File: src/bpp_params.svh
// Register map, field positions and reset values of the printer port block
`ifndef BPP_PARAMS_SVH
`define BPP_PARAMS_SVH

// ----------------------------------------
// Port addresses
// ----------------------------------------
`define BPP_ADR_DATA 2'h0
`define BPP_ADR_STATUS 2'h1
`define BPP_ADR_CONTROL 2'h2
`define BPP_ADR_INDIRECT 2'h3
`define BPP_ADR_HI_BIT 2

// ----------------------------------------
// Reset values
// ----------------------------------------
`define BPP_DATA_RST 8'h00
`define BPP_CTRL_RST 6'h00
`define BPP_INDEX_RST 8'h00
`define BPP_WDATA_RST 8'h00
`define BPP_RDATA_RST 8'h00

// ----------------------------------------
// Control fields
// ----------------------------------------
`define BPP_CTRL_STB 0
`define BPP_CTRL_AFD 1
`define BPP_CTRL_INIT 2
`define BPP_CTRL_SLIN 3
`define BPP_CTRL_IRQEN 4
`define BPP_CTRL_DIR 5
`define BPP_CTRL_RD_ONES 3'h7

// ----------------------------------------
// Status fields
// ----------------------------------------
`define BPP_STAT_LOW_ONES 2'h3

// ----------------------------------------
// Index register fields
// ----------------------------------------
`define BPP_IDX_TEST 7
`define BPP_IDX_SP0_HI 4
`define BPP_IDX_SP0_LO 3
`define BPP_IDX_SEL_HI 2
`define BPP_IDX_SEL_LO 0
`define BPP_IDX_CLKSEL 3'h0
`define BPP_IDX_CLKDIS 3'h1
`define BPP_IDX_LAST 3'h5
`define BPP_IDX_PARK 3'h7
`define BPP_NO_REG_DATA 8'hFF

`endif

File: src/bpp_pkg.sv
// Types shared by the printer port register block
package bpp_pkg;

   // Register reached by one host cycle
   typedef enum logic [2:0] {
      BPP_REG_DATA,
      BPP_REG_STATUS,
      BPP_REG_CONTROL,
      BPP_REG_INDEX,
      BPP_REG_ACCESS
   } bpp_reg_t;

   // Serial port 0 clock source code
   typedef enum logic [1:0] {
      BPP_SP0_1M8432 = 2'h0,
      BPP_SP0_3M072 = 2'h1,
      BPP_SP0_EXT_MASTER = 2'h2,
      BPP_SP0_8M0 = 2'h3
   } bpp_sp0_clk_t;

endpackage

File: src/bpp_dir_ctrl.sv
// Direction decision for the printer port data bus
`timescale 1ns/10ps

module bpp_dir_ctrl
   import bpp_pkg::*;
(
   input wire logic extended_bus_mode_in, // Extended bus mode selected
   input wire logic direction_pin_in, // External direction pin
   input wire logic direction_bit_in, // Stored control direction bit
   output logic drive_bus_out // High while the port drives the bus
);

   // ----------------------------------------
   // Direction table
   // ----------------------------------------
   logic read_ext;
   logic read_compat;

   // Extended reads only on pin and bit
   assign read_ext = direction_pin_in & direction_bit_in;
   assign read_compat = direction_pin_in;

   assign drive_bus_out = extended_bus_mode_in ? ~read_ext : ~read_compat;

endmodule

File: src/bpp_port_regs.sv
// Host register logic of a bidirectional printer port
`timescale 1ns/10ps
`include "bpp_params.svh"

// Operation
// - Address 0 writes and reads port data bus
// - Address 1 returns live printer line status
// - Status bit 2 is interrupt only extended
// - Status bits 1 and 0 read one
// - Control write drives four printer output lines
// - Control bit 4 enables port interrupt
// - Control bits 7 and 6 ignored
// - Direction bit counts only in extended mode
// - Extended mode reads only pin and bit
// - Compatible mode direction follows pin alone
// - Control read returns stored bits 4-0
// - Control read bits 7-5 always one
// - Index bits 4-3 pick serial0 clock
// - Index bits 2-0 pick indirect register
// - Index 0 clock select, 1 clock disable
// - Index at 3, indirect data at 7
// - Test bit swaps mux interrupt sources
// - Mode bit picks interrupt style
module bpp_port_regs
   import bpp_pkg::*;
(
   input wire logic sys_clk_in, // 100 MHz system clock
   input wire logic rst_in, // Master reset, active high
   input wire logic port_chip_select_n_in, // Port chip select, active low
   input wire logic io_read_strobe_n_in, // Host read strobe, active low
   input wire logic io_write_strobe_n_in, // Host write strobe, active low
   input wire logic [2:0] addr_in, // Host address bits 2-0
   input wire logic [7:0] host_data_in, // Host write data
   output logic [7:0] host_data_out, // Host read data, registered
   output logic host_data_oe_out, // High while the block drives host data
   input wire logic [7:0] port_bus_in, // Printer data bus, pin level
   output logic [7:0] port_bus_out, // Printer data bus, driven value
   output logic port_bus_oe_out, // High while the block drives the bus
   input wire logic direction_pin_in, // External direction pin
   input wire logic busy_in, // Printer busy line
   input wire logic ack_in, // Printer acknowledge line
   input wire logic paper_end_in, // Printer paper end line
   input wire logic selected_in, // Printer select line
   input wire logic error_in, // Printer error line
   output logic strobe_out, // Printer strobe line
   output logic autofeed_out, // Printer autofeed line
   output logic init_out, // Printer initialize line
   output logic select_printer_out, // Printer select request line
   input wire logic extended_bus_mode_in, // Extended bus mode selection
   input wire logic extended_interrupt_mode_in, // Extended interrupt mode selection
   input wire logic port_irq_src_in, // Raw port interrupt event
   input wire logic serial0_irq_in, // Serial port 0 interrupt
   input wire logic serial1_irq_in, // Serial port 1 interrupt
   output logic port_irq_out, // Gated port interrupt
   output logic mux_serial0_irq_out, // Serial 0 input to interrupt mux
   output logic mux_serial1_irq_out, // Serial 1 input to interrupt mux
   output logic mux_port_irq_out, // Port input to interrupt mux
   output logic [1:0] serial0_clock_source_out, // Serial port 0 clock code
   output logic [2:0] indirect_index_field_out, // Selected indirect register
   output logic [7:0] indirect_wdata_out, // Indirect write data
   output logic indirect_wr_out, // Indirect write pulse, one cycle
   output logic indirect_rd_out, // Indirect read pulse, one cycle
   input wire logic [7:0] indirect_rdata_in, // Indirect read data
   output logic clock_select_wr_out, // Write pulse to clock select register
   output logic clock_disable_wr_out // Write pulse to clock disable register
);

   // ----------------------------------------
   // Host cycle detection
   // ----------------------------------------
   // Strobes are levels; one action per strobe
   // assertion avoids repeated side effects.
   logic wr_n_prev_q;
   logic rd_n_prev_q;
   logic selected;
   logic wr_start;
   logic rd_start;
   logic rd_active;

   always_ff @(posedge sys_clk_in or posedge rst_in) begin
      if (rst_in) begin
         wr_n_prev_q <= 1'b1;
         rd_n_prev_q <= 1'b1;
      end else begin
         wr_n_prev_q <= io_write_strobe_n_in;
         rd_n_prev_q <= io_read_strobe_n_in;
      end
   end

   assign selected = ~port_chip_select_n_in;
   assign wr_start = selected & ~io_write_strobe_n_in & wr_n_prev_q
      & io_read_strobe_n_in;
   assign rd_start = selected & ~io_read_strobe_n_in & rd_n_prev_q
      & io_write_strobe_n_in;
   assign rd_active = selected & ~io_read_strobe_n_in
      & io_write_strobe_n_in;

   // ----------------------------------------
   // Address decode
   // ----------------------------------------
   bpp_reg_t reg_sel;
   logic [1:0] adr_lo;
   logic adr_hi;

   assign adr_lo = addr_in[1:0];
   assign adr_hi = addr_in[`BPP_ADR_HI_BIT];

   // Index at 3, indirect data at 7
   always_comb begin
      reg_sel = BPP_REG_DATA;
      unique case (adr_lo)
         `BPP_ADR_DATA: reg_sel = BPP_REG_DATA;
         `BPP_ADR_STATUS: reg_sel = BPP_REG_STATUS;
         `BPP_ADR_CONTROL: reg_sel = BPP_REG_CONTROL;
         `BPP_ADR_INDIRECT: begin
            reg_sel = adr_hi ? BPP_REG_ACCESS : BPP_REG_INDEX;
         end
      endcase
   end

   logic wr_data;
   logic wr_ctrl;
   logic wr_index;
   logic wr_access;
   logic rd_status;
   logic rd_access;

   assign wr_data = wr_start & (reg_sel == BPP_REG_DATA);
   assign wr_ctrl = wr_start & (reg_sel == BPP_REG_CONTROL);
   assign wr_index = wr_start & (reg_sel == BPP_REG_INDEX);
   assign wr_access = wr_start & (reg_sel == BPP_REG_ACCESS);
   assign rd_status = rd_start & (reg_sel == BPP_REG_STATUS);
   assign rd_access = rd_start & (reg_sel == BPP_REG_ACCESS);

   // ----------------------------------------
   // Data and control registers
   // ----------------------------------------
   logic [7:0] data_q;
   logic [5:0] ctrl_q;

   always_ff @(posedge sys_clk_in or posedge rst_in) begin
      if (rst_in) begin
         data_q <= `BPP_DATA_RST;
      end else if (wr_data) begin
         data_q <= host_data_in;
      end
   end

   // Bits 7 and 6 not stored
   always_ff @(posedge sys_clk_in or posedge rst_in) begin
      if (rst_in) begin
         ctrl_q <= `BPP_CTRL_RST;
      end else if (wr_ctrl) begin
         ctrl_q <= host_data_in[5:0];
      end
   end

   assign strobe_out = ctrl_q[`BPP_CTRL_STB];
   assign autofeed_out = ctrl_q[`BPP_CTRL_AFD];
   assign init_out = ctrl_q[`BPP_CTRL_INIT];
   assign select_printer_out = ctrl_q[`BPP_CTRL_SLIN];

   // ----------------------------------------
   // Data bus direction
   // ----------------------------------------
   logic drive_bus;

   bpp_dir_ctrl u_dir (
      .extended_bus_mode_in(extended_bus_mode_in),
      .direction_pin_in(direction_pin_in),
      .direction_bit_in(ctrl_q[`BPP_CTRL_DIR]),
      .drive_bus_out(drive_bus)
   );

   // Write data lands on the bus
   assign port_bus_out = data_q;
   assign port_bus_oe_out = drive_bus;

   // ----------------------------------------
   // Port interrupt
   // ----------------------------------------
   // Extended style holds the event until the
   // status is read; set wins over that clear.
   logic irq_latch_q;
   logic irq_ext;
   logic irq_raw;
   logic irq_gated;

   always_ff @(posedge sys_clk_in or posedge rst_in) begin
      if (rst_in) begin
         irq_latch_q <= 1'b0;
      end else if (port_irq_src_in) begin
         irq_latch_q <= 1'b1;
      end else if (rd_status) begin
         irq_latch_q <= 1'b0;
      end
   end

   assign irq_ext = irq_latch_q | port_irq_src_in;
   assign irq_raw = extended_interrupt_mode_in ? irq_ext : port_irq_src_in;
   assign irq_gated = irq_raw & ctrl_q[`BPP_CTRL_IRQEN];
   assign port_irq_out = irq_gated;

   // ----------------------------------------
   // Index register
   // ----------------------------------------
   logic [7:0] index_q;
   logic [2:0] idx_sel;
   logic test_mode;
   logic idx_parked;

   always_ff @(posedge sys_clk_in or posedge rst_in) begin
      if (rst_in) begin
         index_q <= `BPP_INDEX_RST;
      end else if (wr_index) begin
         index_q <= host_data_in;
      end
   end

   assign idx_sel = index_q[`BPP_IDX_SEL_HI:`BPP_IDX_SEL_LO];
   assign test_mode = index_q[`BPP_IDX_TEST];
   assign idx_parked = (idx_sel > `BPP_IDX_LAST);

   assign serial0_clock_source_out = index_q[`BPP_IDX_SP0_HI:`BPP_IDX_SP0_LO];
   assign indirect_index_field_out = idx_sel;

   // ----------------------------------------
   // Indirect access
   // ----------------------------------------
   logic acc_wr;
   logic acc_rd;
   logic [7:0] wdata_q;
   logic acc_wr_q;
   logic acc_rd_q;
   logic clksel_wr_q;
   logic clkdis_wr_q;

   assign acc_wr = wr_access & ~idx_parked;
   assign acc_rd = rd_access & ~idx_parked;

   always_ff @(posedge sys_clk_in or posedge rst_in) begin
      if (rst_in) begin
         wdata_q <= `BPP_WDATA_RST;
         acc_wr_q <= 1'b0;
         acc_rd_q <= 1'b0;
      end else begin
         if (acc_wr) begin
            wdata_q <= host_data_in;
         end
         acc_wr_q <= acc_wr;
         acc_rd_q <= acc_rd;
      end
   end

   always_ff @(posedge sys_clk_in or posedge rst_in) begin
      if (rst_in) begin
         clksel_wr_q <= 1'b0;
         clkdis_wr_q <= 1'b0;
      end else begin
         clksel_wr_q <= acc_wr & (idx_sel == `BPP_IDX_CLKSEL);
         clkdis_wr_q <= acc_wr & (idx_sel == `BPP_IDX_CLKDIS);
      end
   end

   assign indirect_wdata_out = wdata_q;
   assign indirect_wr_out = acc_wr_q;
   assign indirect_rd_out = acc_rd_q;
   assign clock_select_wr_out = clksel_wr_q;
   assign clock_disable_wr_out = clkdis_wr_q;

   // ----------------------------------------
   // Interrupt mux source swap
   // ----------------------------------------
   // Test bit swaps mux inputs
   assign mux_serial1_irq_out = test_mode ? selected_in : serial1_irq_in;
   assign mux_serial0_irq_out = test_mode ? busy_in : serial0_irq_in;
   assign mux_port_irq_out = test_mode ? paper_end_in : irq_gated;

   // ----------------------------------------
   // Read data
   // ----------------------------------------
   logic [7:0] status_rd;
   logic [7:0] ctrl_rd;
   logic [7:0] access_rd;
   logic [7:0] rd_mux;
   logic int_bit;
   logic [7:0] rdata_q;

   // Interrupt bit only in extended mode
   assign int_bit = extended_interrupt_mode_in ? ~irq_raw : 1'b1;

   assign status_rd = {busy_in, ack_in, paper_end_in, selected_in,
      error_in, int_bit, `BPP_STAT_LOW_ONES};

   assign ctrl_rd = {`BPP_CTRL_RD_ONES, ctrl_q[4:0]};

   assign access_rd = idx_parked ? `BPP_NO_REG_DATA : indirect_rdata_in;

   always_comb begin
      rd_mux = port_bus_in;
      unique case (reg_sel)
         BPP_REG_DATA: rd_mux = port_bus_in;
         BPP_REG_STATUS: rd_mux = status_rd;
         BPP_REG_CONTROL: rd_mux = ctrl_rd;
         BPP_REG_INDEX: rd_mux = index_q;
         BPP_REG_ACCESS: rd_mux = access_rd;
         default: rd_mux = port_bus_in;
      endcase
   end

   // Sampled every cycle so the host sees live
   // status for as long as the strobe stands.
   always_ff @(posedge sys_clk_in or posedge rst_in) begin
      if (rst_in) begin
         rdata_q <= `BPP_RDATA_RST;
      end else if (rd_active) begin
         rdata_q <= rd_mux;
      end
   end

   assign host_data_out = rdata_q;
   assign host_data_oe_out = rd_active;

endmodule

File: config.mk
export PLATFORM = sky130hd
export DESIGN_NAME = bpp_port_regs
export DESIGN_NICKNAME = d
export VERILOG_FILES = /design/src/bpp_pkg.sv /design/src/bpp_dir_ctrl.sv /design/src/bpp_port_regs.sv
export VERILOG_INCLUDE_DIRS = /design/src
export SDC_FILE = /design/constraint.sdc
export NUM_CORES = 1
export LEC_CHECK = 0
export BUFFER_PORTS_ARGS = -buffer_cell sky130_fd_sc_hd__buf_2
export CAP_MARGIN = 20
export CORE_AREA = 2 2 74 76
export DETAILED_ROUTE_END_ITERATION = 10
export DIE_AREA = 0 0 76 78
export PLACE_DENSITY = 0.86
export SYNTH_ARGS = -nofsm -noshare
export SYNTH_HDL_FRONTEND = slang
export SYNTH_SLANG_ARGS = --single-unit
File: constraint.sdc
create_clock -name sys_clk_in -period 1.35 [get_ports sys_clk_in]
set_input_delay 0.27 -clock sys_clk_in [delete_from_list [all_inputs] [get_ports sys_clk_in]]
set_output_delay 0.27 -clock sys_clk_in [all_outputs]
set_load 0.02 [all_outputs]
* Word-level counts from Yosys, hierarchy flattened *
Index checks and enable logic that the tools add are counted.

storage, ports and cells
  register bits after elaboration = 45
  output and inout port bits = 43
  word-level logic and storage cells = 64

cells by class
  $lt $le $gt $ge = 1
  eq/ne operators = 8
  mux-type cells = 12
  bitwise gates (word level) = 27
  reductions and logical operators = 4

operator list
  kind                count
  $pmux 8 s4          1
  $and 1x1->1         19
  $pmux 3 s4          1
  $mux 1              8
  $mux 8              1
  $not 1->1           7
  $eq 3x1->1 const B  2
  $eq 3x2->1 const B  2
  $logic_not 3->1     2
  $eq 2x2->1 const B  2
  $eq 3x3->1 const B  1
  $gt 3x3->1 const B  1
  $mux 3              1
  $eq 2x1->1 const B  1
  $logic_not 2->1     1
  $reduce_bool 2->1   1
  $or 1x1->1          1

* Depth between registers and ports, before layout *
  word-level depth = 7
  depth in mapped cells = 5
  depth with buffers taken out = 4

* Hierarchy *
Synthesis repeated with hierarchy kept, for this count alone.

second synthesis, totals
  cells, all modules = 178
  area total of the unflattened synthesis = 2,160.8 um^2

modules (own cells, without submodules)
  module         times used  cells an instance  area an instance (um^2)
  bpp_port_regs  1           176                2,148.3
  bpp_dir_ctrl   1           2                  12.5

* Worst setup path after synthesis *
No wires, ideal clock.

  path type = register to register
  start = reg wr_n_prev_q
  end = reg wdata_q[0] (netlist: indirect_wdata_out[0])
  arrival time = 1.293 ns
  data required time = 1.225 ns
  setup slack = -0.068 ns
  cell stages (with the launch flop) = 5
  path buffers = 1
  period minus slack after synthesis = 1.418 ns
  cell sequence = dfstp_2 and4bb_4 nand3_2 buf_6 mux2_4

between the ends
  cells in the longest elaborated chain, start to end = 4

RTL lines
  element                   RTL line              text
  start: declaration        bpp_port_regs.sv:73   logic wr_n_prev_q;
  start signal: assignment  bpp_port_regs.sv:85   wr_n_prev_q <= io_write_strobe_n_in;
  $and 1x1->1               bpp_port_regs.sv:91   assign wr_start = selected & ~io_write_strobe_n_in & wr_n_prev_q
  $and 1x1->1               bpp_port_regs.sv:92   & io_read_strobe_n_in;
  $and 1x1->1               bpp_port_regs.sv:131  assign wr_access = wr_start & (reg_sel == BPP_REG_ACCESS);
  $and 1x1->1               bpp_port_regs.sv:238  assign acc_wr = wr_access & ~idx_parked;
  end signal: assignment    bpp_port_regs.sv:243  wdata_q <= `BPP_WDATA_RST;
  end signal: assignment    bpp_port_regs.sv:248  wdata_q <= host_data_in;
  end: declaration          bpp_port_regs.sv:232  logic [7:0] wdata_q;

No other way between the ends.
A chain may end at the register's enable or synchronous reset.

* Final worst setup path *
  start = reg irq_latch_q
  end = out mux_port_irq_out

between the ends
  cells in the longest elaborated chain, start to end = 4

RTL lines
  element                   RTL line              text
  start: declaration        bpp_port_regs.sv:184  logic irq_latch_q;
  start signal: assignment  bpp_port_regs.sv:191  irq_latch_q <= 1'b0;
  start signal: assignment  bpp_port_regs.sv:193  irq_latch_q <= 1'b1;
  start signal: assignment  bpp_port_regs.sv:195  irq_latch_q <= 1'b0;
  $or 1x1->1                bpp_port_regs.sv:199  assign irq_ext = irq_latch_q | port_irq_src_in;
  $mux 1                    bpp_port_regs.sv:200  assign irq_raw = extended_interrupt_mode_in ? irq_ext : port_irq_src_in;
  $and 1x1->1               bpp_port_regs.sv:201  assign irq_gated = irq_raw & ctrl_q[`BPP_CTRL_IRQEN];
  $mux 1                    bpp_port_regs.sv:277  assign mux_port_irq_out = test_mode ? paper_end_in : irq_gated;
  end: declaration          bpp_port_regs.sv:57   output logic mux_port_irq_out,

No other way between the ends.

==> results.cfg <==
[timing]
relSlewSlack = 0.720
min_period_ns = 1.59
maxSlewViolCount = 0
holdWs_ns = 0.0770
rsz0062_at_grt = true
finalSetupViolCount = 34
fin_worst_skew_ns = 0.00971
fin_crit_sh = 1.18
final_hold_viol_count = 0
max_freq_mhz = 627
tightest_slew_ns = 0.420
layout_setup_ws_ns = -0.245

[critical_path]
critPathArrivalTime_ns = 1.32
worstSetupPathType = reg -> out
cp_max_fo = 2
critical_path_required_ns = 1.08
r2r_slack_ns = -0.18
cp-start-kind = flip-flop
crit_chain = a21oi_2 -> nor2b_1 -> mux2_2 -> buf_2
cp_slowest_cell = dfrtp_1
critPathCaptureType = primary output
max_stage_delay_ns = 0.39

[pwr]
swShare = 0.314
leakage_nw = 1.52
p_switching_mw = 1.17
pwr-share-seq = 0.447
power.density_nw_per_um2 = 1240
p_clk_frac = 0.278
comb_power_share = 0.275
vdd_ir_drop_max_mv = 0.720
p_int_mw = 2.56

[route]
firstDrtPassIters = 4
wl_per_cell_um = 17.1
routed_via_density = 5.21
vias = 1799
first_iter_violations = 67
drcViolationCount = 0
ant_nets = 0
routed_wl_um = 5910

[hold_path]
hold_class = in -> reg

[cells_and_area]
drive_above_1_share = 0.578
insertedDiodeCount = 0
fillers = 413
fin_area_um2 = 3010
nNetsFinal = 317
synthToLayoutAreaGrowth_pct = 35.7

[floorplan]
num_rows = 26
core_um2 = 5040
die_w_um = 76
die_area_um2 = 5930
initial_core_util = 0.440
die_height_um = 78
ioPinCount = 86

[global_routing]
grt_usage = 0.202
grt_max_degree = 29
grt_pass1_wl_um = 9350
grt_pass1_vias = 1865
grt-ovfl-total = 0
antenna_found_initial = 0

[synthesis]
ys_types = 41
syn_inst = 181
synth_area_leader_cell = dfrtp_1
synth_area_leaders = dfrtp_1 (49%), mux2_2 (14%), mux2_4 (4.7%)
ys_seq_elements = 45
seq_area_frac_synth = 0.509
syn_avg_cell_area_um2 = 12.2
synth_top_area_frac = 0.485
synth_fp_nets = 224
syn_area_um2 = 2220
yosysWarnings = 0

[place]
dpl_worst_slack_ns = -0.140
gp_congestion = 0.846
placed_cell_area_um2 = 2760
hpwl_um = 4200
numPortBuffers = 85

[clocking]
cts.sinks = 45
clkTransAtPathRegs_ns = 0.09
root_buffer = clkbuf_8
cts_tree = built
clk-insertion-delay-late_ns = 0.31
clk_path_buf_depth = 2
htree_num_levels = 2
cts_buffers = 5

[outcome]
status = finished with violations
violations = setup timing

[run]
cap_violations = 0
==> worst max-delay path, delay by kind of cell (launching register included) <==
kind                   cells  cell delay [ns]
AND/OR/NAND/NOR            1             0.07
buffers and inverters      1             0.16
multiplexers               1             0.25
flip-flops                 1             0.39
AO/OA/AOI/OAI              1             0.14
==> metrics by stage <==
| step | setup TNS, ns | utilization | instances | total power, mW |
|---|---|---|---|---|
| after floorplan | -0.478 | - | 181 | 2.30 |
| after global placement | -2.71 | 0.548 | 333 | 2.64 |
| after detailed placement | -3.40 | 0.548 | 333 | 2.67 |
| after CTS | -4.06 | 0.590 | 345 | 3.73 |
| after global routing | -5.23 | 0.597 | 345 | 3.91 |
| final | -4.38 | 0.597 | 345 | 3.73 |
==> state kept, by name, summed over array words and instances, names as in the netlist, 6 cells and up <==
signal	count
host_data_out	8
port_bus_out	8
indirect_wdata_out	8
index_q	8
ctrl_q	6
==> cell usage after synthesis <==
cell        n
nand3_2     1
a21oi_1    11
buf_2       4
inv_1       4
clkbuf_1    4
nor4_1      1
clkinv_2    1
and4bb_4    1
and4_1      1
o21a_1      2
dfrtp_1    43
buf_4       6
mux2_4      7
nor2_1      6
nand4_1     1
o2111ai_1   5
nor3_1      5
or3_1       3
buf_1       1
nand4b_4    1
nor2b_1     2
nand2b_1    7
mux2i_1     1
o21ai_0     4
or3b_1      1
nand2_2     1
mux2_2     28
nand3b_2    1
nand3b_1    7
a22o_1      5
o221a_2     1
a31oi_1     2
nor3b_1     2
a21o_1      1
nand4b_1    1
nand3_1     1
and3_1      1
nor4b_2     1
buf_6       1
dfstp_2     2
nand2_1     3
==> final timing paths <==
path / start / endpoint / cells after the start
hold reg to reg: host_data_out[5]$_DFFE_PP0P_ / host_data_out[5]$_DFFE_PP0P_ / 1
hold / removal: io_write_strobe_n_in / wr_n_prev_q$_DFF_PP1_ / 1
min in group asynchronous: rst_in / clock_disable_wr_out$_DFF_PP0_ / 3
max in group asynchronous: rst_in / ctrl_q[4]$_DFFE_PP0P_ / 4
setup reg to reg: wr_n_prev_q$_DFF_PP1_ / index_q[7]$_DFFE_PP0P_ / 3
setup / recovery: irq_latch_q$_DFFE_PP0P_ / mux_port_irq_out / 4
==> final cells by class <==
class / count / area, µm² / area share
sequential: 45 / 1130 / 0.376
multi-input combinational: 115 / 1040 / 0.344
timing repair buffer: 102 / 616 / 0.205
tap: 70 / 87.6 / 0.0291
clock buffer: 5 / 68.8 / 0.0229
clock inverter: 3 / 46.3 / 0.0154
inverter: 5 / 23.8 / 0.00790
==> kinds of logic (layout without fill, tap and decap cells) <==
group	after synthesis	in the layout	synth area share
buffers and inverters	21	115	0.0519
AO/OA/AOI/OAI	31	31	0.0942
multiplexers	36	36	0.194
flip-flops	45	45	0.509
AND/OR/NAND/NOR	48	48	0.151
==> power by group through the flow <==
| stage | Clock [mW] | Sequential [mW] | Combinational, mW |
|---|---|---|---|
| 2_1_floorplan | 0 | 1.85 | 0.448 |
| 3_3_place_gp | 0 | 1.68 | 0.959 |
| 3_5_place_dp | 0 | 1.68 | 0.986 |
| 4_1_cts | 1.06 | 1.66 | 1.01 |
| 5_1_grt | 1.12 | 1.69 | 1.10 |
| 6_report | 1.04 | 1.67 | 1.03 |
==> routing by layer <==
metal,part of all wire,track usage,vias up
li1,-,-,845
met1,0.42,0.247,874
met2,0.49,0.339,70
met3,0.070,0.0674,10
met4,0.019,0.0655,0
met5,0,0,-
==> what timing repair did <==
action / in CTS / in global routing
endpoints found under the setup margin: 36 / 38
gates resized for setup: 12 / 9
hold buffers: 1 / 0
setup buffers: 3 / 0
endpoints found under the hold margin: 15 / 0
pin swaps: 2 / 1
==> cells in the final DEF, fill, tap and decap left out, types with 2 or more instances in the layout <==
cell type   n
or3_1       3
nor3_1      5
o21ai_0     4
mux2_4     10
mux2_2     25
a31oi_1     2
nor2_1      6
o21a_1      2
nand2b_1    7
buf_4       8
dfrtp_1    42
nand3b_1    7
a22o_1      5
nor2b_1     2
dfstp_2     2
nand2_1     3
a21oi_1    10
buf_6       8
buf_12      2
clkinv_4    2
clkbuf_8    5
inv_1       3
nor3b_1     2
buf_2      83
o2111ai_1   5
(Power assumes the default switching activity.)
